### src/hdl/ccsd_cfg.svh
// Opcodes, address rules and timing counts of the serial command decoder
`ifndef CCSD_CFG_SVH
`define CCSD_CFG_SVH

`define CCSD_OP_RESET     8'hc0
`define CCSD_OP_READ      8'h03
`define CCSD_OP_WRITE     8'h02
`define CCSD_OP_STATUS    8'ha0
`define CCSD_OP_BITMOD    8'h05
`define CCSD_OP_RTS_HI    5'h10

`define CCSD_BIT_LAST     3'h7
`define CCSD_BYTE_ONES    8'hff

`define CCSD_RST_HOLD_OSC 8'h80
`define CCSD_RST_HOLD_CYC (`CCSD_RST_HOLD_OSC)

`define CCSD_BM_PINCTL    8'h0c
`define CCSD_BM_RTSCTL    8'h0d
`define CCSD_BM_CTRL_LO   4'hf
`define CCSD_BM_INT_FIRST 8'h2b
`define CCSD_BM_INT_LAST  8'h2d
`define CCSD_BM_BUF_LO    4'h0
`define CCSD_BM_BUF_FIRST 4'h3
`define CCSD_BM_BUF_LAST  4'h7

`define CCSD_SYNC_IDLE    3'h4

`endif

### src/hdl/ccsd_pkg.sv
// Types of the serial command decoder
package ccsd_pkg;

  typedef enum logic [2:0]
  {
    CCSD_OPC    = 3'b000,
    CCSD_ADDR   = 3'b001,
    CCSD_XFER   = 3'b010,
    CCSD_MASK   = 3'b011,
    CCSD_MODIFY = 3'b100,
    CCSD_STAT   = 3'b101,
    CCSD_IGNORE = 3'b110
  } ccsd_phase_t;

  typedef enum logic [1:0]
  {
    CCSD_CMD_READ   = 2'b00,
    CCSD_CMD_WRITE  = 2'b01,
    CCSD_CMD_BITMOD = 2'b10
  } ccsd_cmd_t;

  typedef struct packed
  {
    logic       rd;
    logic       wr;
    logic [7:0] addr;
    logic [7:0] wdata;
  } ccsd_reg_req_t;

  typedef struct packed
  {
    logic [2:0]    sync1;
    logic [2:0]    sync2;
    logic          sck_prev;
    ccsd_phase_t   phase;
    ccsd_cmd_t     cmd;
    logic [2:0]    bit_cnt;
    logic [7:0]    rx_sh;
    logic [7:0]    tx_sh;
    logic [7:0]    addr;
    logic [7:0]    mask;
    logic [7:0]    old;
    logic          load_pend;
    logic          load_stat;
    ccsd_reg_req_t req;
    logic [2:0]    tx_req_set;
    logic          so;
    logic          so_oe;
    logic [7:0]    rst_cnt;
    logic          core_rst;
  } ccsd_state_t;

endpackage : ccsd_pkg

### src/hdl/ccsd_spi_decoder.sv
// Serial command decoder between an SPI master and the register file
`include "ccsd_cfg.svh"

// Overview of operation
// - Bit modify: opcode, address, mask, data
// - Only mask-one bits may change
// - Mask-one bits take the data bit
// - Bit modify only on designated registers
// - Soft reset restores defaults, configuration mode
// - Reset held 128 oscillator cycles
// - Opcode 03 reads from given address
// - Opcode 02 writes from given address
// - Opcodes 1000 0nnn request transmit buffers
// - Opcode a0 returns status byte
// - Sample on rising, drive falling, select low
// - Read address advances after each byte
// - Write byte commits on last bit
// - Request with nnn zero is ignored
module ccsd_spi_decoder
  import ccsd_pkg::*;
(
  input  wire logic          clk,
  input  wire logic          sys_rst,
  input  wire logic          cs_n,
  input  wire logic          sck,
  input  wire logic          si,
  output logic               so,
  output logic               so_oe,
  output ccsd_reg_req_t      reg_req,
  input  wire logic [7:0]    reg_rdata,
  input  wire logic [7:0]    status,
  output logic [2:0]         tx_req_set,
  output logic               core_rst
);

  localparam ccsd_state_t CCSD_RST_STATE = '{
    sync1    : `CCSD_SYNC_IDLE,
    sync2    : `CCSD_SYNC_IDLE,
    phase    : CCSD_OPC,
    cmd      : CCSD_CMD_READ,
    rst_cnt  : `CCSD_RST_HOLD_CYC,
    core_rst : 1'b1,
    default  : '0
  };

  ccsd_state_t state_r;
  ccsd_state_t state_nxt;

  logic       cs_hi;
  logic       sck_rise;
  logic       sck_fall;
  logic       si_s;
  logic       out_phase;
  logic [7:0] rx_byte;

  function automatic logic ccsd_bm_ok(input logic [7:0] a);
    ccsd_bm_ok = (a == `CCSD_BM_PINCTL)
              || (a == `CCSD_BM_RTSCTL)
              || (a[3:0] == `CCSD_BM_CTRL_LO)
              || ((a >= `CCSD_BM_INT_FIRST) && (a <= `CCSD_BM_INT_LAST))
              || ((a[3:0] == `CCSD_BM_BUF_LO)
                  && (a[7:4] >= `CCSD_BM_BUF_FIRST)
                  && (a[7:4] <= `CCSD_BM_BUF_LAST));
  endfunction : ccsd_bm_ok

  // Pin levels are only read after the second synchroniser stage
  assign cs_hi     = state_r.sync2[2];
  assign sck_rise  = state_r.sync2[1] & ~state_r.sck_prev;
  assign sck_fall  = ~state_r.sync2[1] & state_r.sck_prev;
  assign si_s      = state_r.sync2[0];
  assign rx_byte   = {state_r.rx_sh[6:0], si_s};
  assign out_phase = (state_r.phase == CCSD_STAT)
                  || ((state_r.phase == CCSD_XFER)
                      && (state_r.cmd == CCSD_CMD_READ));

  always_comb
  begin
    state_nxt            = state_r;
    state_nxt.sync1      = {cs_n, sck, si};
    state_nxt.sync2      = state_r.sync1;
    state_nxt.sck_prev   = state_r.sync2[1];
    state_nxt.req.rd     = 1'b0;
    state_nxt.req.wr     = 1'b0;
    state_nxt.tx_req_set = 3'h0;
    state_nxt.load_pend  = 1'b0;
    // Hold count runs on the oscillator clock, here the system clock
    state_nxt.rst_cnt    = (state_r.rst_cnt != 8'h00)
                         ? state_r.rst_cnt - 8'h01 : 8'h00;
    state_nxt.core_rst   = (state_r.rst_cnt != 8'h00);
    // Register file answers in the cycle the read strobe stands
    if (state_r.load_pend)
    begin
      state_nxt.tx_sh = state_r.load_stat ? status : reg_rdata;
      state_nxt.old   = reg_rdata;
    end
    if (cs_hi)
    begin
      state_nxt.phase   = CCSD_OPC;
      state_nxt.bit_cnt = 3'h0;
      state_nxt.so_oe   = 1'b0;
    end
    else if (state_r.core_rst)
    begin
      // Frame that carried the reset is dropped until deselect
      state_nxt.phase = CCSD_IGNORE;
      state_nxt.so_oe = 1'b0;
    end
    else
    begin
      if (sck_fall && out_phase)
      begin
        state_nxt.so    = state_r.tx_sh[7];
        state_nxt.tx_sh = {state_r.tx_sh[6:0], 1'b0};
        state_nxt.so_oe = 1'b1;
      end
      if (sck_rise)
      begin
        state_nxt.rx_sh   = rx_byte;
        state_nxt.bit_cnt = state_r.bit_cnt + 3'h1;
        // Partial bytes never act: a deselect simply drops them
        if (state_r.bit_cnt == `CCSD_BIT_LAST)
        begin
          unique case (state_r.phase)
            CCSD_OPC:
            begin
              if (rx_byte == `CCSD_OP_READ)
              begin
                state_nxt.cmd   = CCSD_CMD_READ;
                state_nxt.phase = CCSD_ADDR;
              end
              else if (rx_byte == `CCSD_OP_WRITE)
              begin
                state_nxt.cmd   = CCSD_CMD_WRITE;
                state_nxt.phase = CCSD_ADDR;
              end
              else if (rx_byte == `CCSD_OP_BITMOD)
              begin
                state_nxt.cmd   = CCSD_CMD_BITMOD;
                state_nxt.phase = CCSD_ADDR;
              end
              else if (rx_byte == `CCSD_OP_STATUS)
              begin
                state_nxt.phase     = CCSD_STAT;
                state_nxt.load_pend = 1'b1;
                state_nxt.load_stat = 1'b1;
              end
              else if (rx_byte[7:3] == `CCSD_OP_RTS_HI)
              begin
                // An all-zero select sets nothing by itself
                state_nxt.tx_req_set = rx_byte[2:0];
                state_nxt.phase      = CCSD_IGNORE;
              end
              else if (rx_byte == `CCSD_OP_RESET)
              begin
                state_nxt.rst_cnt = `CCSD_RST_HOLD_CYC;
                state_nxt.phase   = CCSD_IGNORE;
              end
              else
              begin
                state_nxt.phase = CCSD_IGNORE;
              end
            end
            CCSD_ADDR:
            begin
              state_nxt.addr     = rx_byte;
              state_nxt.req.addr = rx_byte;
              if (state_r.cmd == CCSD_CMD_WRITE)
              begin
                state_nxt.phase = CCSD_XFER;
              end
              else
              begin
                // Bit modify also fetches the old value for merging
                state_nxt.req.rd    = 1'b1;
                state_nxt.load_pend = 1'b1;
                state_nxt.load_stat = 1'b0;
                state_nxt.phase     = (state_r.cmd == CCSD_CMD_READ)
                                    ? CCSD_XFER : CCSD_MASK;
              end
            end
            CCSD_XFER:
            begin
              state_nxt.addr = state_r.addr + 8'h01;
              if (state_r.cmd == CCSD_CMD_WRITE)
              begin
                state_nxt.req.wr    = 1'b1;
                state_nxt.req.addr  = state_r.addr;
                state_nxt.req.wdata = rx_byte;
              end
              else
              begin
                state_nxt.req.rd    = 1'b1;
                state_nxt.req.addr  = state_r.addr + 8'h01;
                state_nxt.load_pend = 1'b1;
                state_nxt.load_stat = 1'b0;
              end
            end
            CCSD_MASK:
            begin
              state_nxt.mask  = rx_byte;
              state_nxt.phase = CCSD_MODIFY;
            end
            CCSD_MODIFY:
            begin
              state_nxt.phase = CCSD_IGNORE;
              if (ccsd_bm_ok(state_r.addr))
              begin
                state_nxt.req.wr    = 1'b1;
                state_nxt.req.addr  = state_r.addr;
                state_nxt.req.wdata = (state_r.old & ~state_r.mask)
                                    | (rx_byte & state_r.mask);
              end
            end
            CCSD_STAT:
            begin
              // Status repeats for as long as clocks keep coming
              state_nxt.load_pend = 1'b1;
              state_nxt.load_stat = 1'b1;
            end
            CCSD_IGNORE:
            begin
              state_nxt.phase = CCSD_IGNORE;
            end
            default:
            begin
              state_nxt.phase = CCSD_IGNORE;
            end
          endcase
        end
      end
    end
  end

  always_ff @(posedge clk or posedge sys_rst)
  begin
    if (sys_rst)
      state_r <= CCSD_RST_STATE;
    else
      state_r <= state_nxt;
  end

  assign so         = state_r.so;
  assign so_oe      = state_r.so_oe;
  assign reg_req    = state_r.req;
  assign tx_req_set = state_r.tx_req_set;
  assign core_rst   = state_r.core_rst;

endmodule : ccsd_spi_decoder

### config.mk
export PLATFORM = sky130hd
export DESIGN_NAME = ccsd_spi_decoder
export DESIGN_NICKNAME = d
export VERILOG_FILES = /design/src/hdl/ccsd_pkg.sv /design/src/hdl/ccsd_spi_decoder.sv
export VERILOG_INCLUDE_DIRS = /design/src /design/src/hdl
export SDC_FILE = /design/constraint.sdc
export NUM_CORES = 1
export LEC_CHECK = 0
export BUFFER_PORTS_ARGS = -buffer_cell sky130_fd_sc_hd__buf_2
export CELL_PAD_IN_SITES_DETAIL_PLACEMENT = 0
export CELL_PAD_IN_SITES_GLOBAL_PLACEMENT = 1
export CORE_MARGIN = 3
export CORE_UTILIZATION = 47
export DETAILED_ROUTE_END_ITERATION = 12
export GPL_ROUTABILITY_DRIVEN = 0
export GPL_TIMING_DRIVEN = 0
export PLACE_DENSITY = 0.86
export SLEW_MARGIN = 10
export SYNTH_ARGS = -nofsm -noshare
export SYNTH_HDL_FRONTEND = slang
export SYNTH_SLANG_ARGS = --single-unit
### constraint.sdc
create_clock -name clk -period 3.3 [get_ports clk]
set_input_delay 0.495 -clock clk [delete_from_list [all_inputs] [get_ports clk]]
set_output_delay 0.495 -clock clk [all_outputs]
set_load 0.005 [all_outputs]
==> results.json <==
{
  "synth-seq-cells": 88,
  "yosys.area.top_type": "dfrtp_1",
  "overflow": 0,
  "die-area_sq_um": 11000,
  "synth_most_common_cell": "dfrtp_1",
  "via_count": 3475,
  "drt_wl_total_um": 9850,
  "utilization": 0.553,
  "synth-compound-area-share": 0.142,
  "post_cts_resized": 0,
  "layout_setup_ws_ns": 0.643,
  "grt_pass1_vias": 3430,
  "synth_top_family_by_area": "simple AND/OR/NAND/NOR gates",
  "grt_antenna_before_repair": 0,
  "layout_worst_path_cycle_share": 0.805,
  "crit_type": "flop to flop",
  "n_antenna_cell": 0,
  "slew_violations": 0,
  "route.detailed.drc": 0,
  "synth-edff-count": 0,
  "ant_nets": 0,
  "syn_inst": 448,
  "grt_max_degree": 50,
  "drive_above_1_share": 0.291,
  "period_needed_ns": 2.66,
  "dp_hpwl_um": 7060,
  "rows": 35,
  "outcome": "completed",
  "finClkSkew_ns": 0.0124,
  "drv_cap": 0,
  "grt_usage": 0.189,
  "fmax_mhz": 376,
  "powerDensity_nw_per_um2": 428,
  "cts.reportedPaths.clkPinSlew_ns": 0.09,
  "worst_slew_pin_slew_ns": 0.943,
  "synth_cell_types": 59,
  "avgSynthCellArea_sq_um": 10.2,
  "synthTopCellsByArea": "dfrtp_1 46%, mux2_2 11%, a21oi_1 4.4%",
  "ys.flop_type": "dfrtp_1",
  "io_pins": 45,
  "maxSlewHeadroom": 0.370,
  "cp_max_fo": 10,
  "viasPerCell": 5.45,
  "hold_viol_final": 0,
  "die-height_um": 105,
  "synth_xor_area_frac": 0.0172,
  "drtPass1Iterations": 4,
  "synth_simple_gate_area_frac": 0.147,
  "fillCellCount": 876,
  "tritoncts.num_buffers": 9,
  "arrival_ns": 2.93,
  "hold_ws_ns": 0.180,
  "ir_drop_mv": 0.306,
  "synth_mux_area_frac": 0.132,
  "setup_viol": 0,
  "cts_root_buf": "clkbuf_8",
  "clock_path_buffers": 2,
  "clk_latency_ns": 0.35,
  "die_w_um": 105,
  "clock_sinks": 88,
  "fin_nets": 531,
  "p_leak_uw": 0.00245,
  "avgRoutedWirePerCell_um": 15.4,
  "post_cts_buffers": 0,
  "drt_iter0_drc": 231,
  "grt_setup_unrepaired": "no",
  "cts_tree": "yes",
  "cp-end-kind": "flop",
  "required_ns": 3.58,
  "grt_pass1_wl_um": 16900,
  "synth_top_area_share": 0.459,
  "area_growth_pct": 13.3,
  "ctsHoldBuffers": 0,
  "synthAdderAreaFrac": 0.0164,
  "start_util": 0.488,
  "core-area_sq_um": 9370,
  "synthArstFlopShare": 1.00,
  "syn_area_sq_um": 4580,
  "setup_tns_ns": 0,
  "hp-class": "input port to async pin",
  "portBuffers": 44,
  "synthesis.nets": 475,
  "cp-start-kind": "flop",
  "netlist_top_cells_count": "84 x dfrtp_1, 43 x mux2_2, 43 x nor2_1",
  "yosysWarnings": 0,
  "place_ws_ns": 0.699,
  "ys_seq_area_frac": 0.482,
  "htree_num_levels": 3
}
==> layer usage <==
layer	GRT usage	routed length (um)	vias to the layer above
li1	-	-	1684
met1	0.261	4600	1705
met2	0.308	4700	74
met3	0.0426	416	12
met4	0.0356	139	0
met5	0	0	-
==> power by group <==
group          total [uW]  switching (uW)  internal, uW
Sequential           1190            71.5          1120
Clock                 746             390           356
Combinational         281             155           127
Total                2220             616          1600
==> state kept, by name, summed over array words and instances, names as in the netlist <==
register / flops
so: 1
core_rst: 1
state_r: 51
state_nxt: 4
reg_req: 18
so_oe: 1
rx_byte: 8
tx_req_set: 3
cs_hi: 1
==> final timing paths <==
path                          startpoint  cells after the start  slack (ns)             to
setup / recovery             state_r[81]                      7        0.64    state_r[54]
hold / removal                   sys_rst                      2        0.18     state_r[3]
setup reg to reg             state_r[81]                      7        0.64    state_r[54]
hold reg to reg            state_nxt[83]                      0        0.35     rx_byte[0]
max in group asynchronous        sys_rst                      3        2.47          cs_hi
min in group clk                    cs_n                      1        0.24  state_nxt[85]
==> cell type report <==
cell class                      count  area [sq um]  share of cell area
Buffer                             43           253              0.0488
Clock buffer                       10           128              0.0246
Clock inverter                      6          68.8              0.0133
Inverter                           10          40.0             0.00772
Multi-Input combinational cell    307          2080               0.401
Sequential cell                    88          2210               0.426
Tap cell                          129           161              0.0311
Timing Repair Buffer               45           248              0.0478
==> critical path, stage by stage (launching register included) <==
cell      delay [ns]
dfrtp_1         0.42
clkbuf_1        0.23
nor3b_1         0.81
a21oi_1         0.26
nor2_1          0.33
buf_2           0.31
a21oi_1         0.10
a21oi_1         0.11
==> metrics by stage <==
step                      instance area [sq um]  cells  power [uW]
after global placement                     4960    621        1480
final                                      5180    638        2220
after CTS                                  5180    638        2250
after floorplan                            4580    448        1380
after detailed placement                   4990    622        1500
after global routing                       5180    638        2340
==> cells in the final DEF (no fill, tap or decap), drive strengths merged, types with 3 or more instances in the layout <==
master   n
nand2   39
nand3    9
o21ai   22
nor3     5
o31ai    3
or4      4
dfstp    4
and2     4
a21boi   3
o22ai    5
or3      3
mux2i   12
a21o     5
clkinv   4
or4b     3
or2      5
buf     71
a21oi   42
inv     11
nor2    43
dfrtp   84
mux2    43
xnor2    7
clkbuf  27
ha       6
nand2b   6
==> kinds of logic (layout without fill, tap and decap cells) <==
logic type | after synthesis | in the layout
fa+ha+maj | 6 | 6
xor+xnor | 9 | 9
flops | 88 | 88
mux | 55 | 55
buf+inv | 53 | 114
compound gates | 101 | 101
simple gates | 136 | 136
Power figures use the tool's default switching activity.
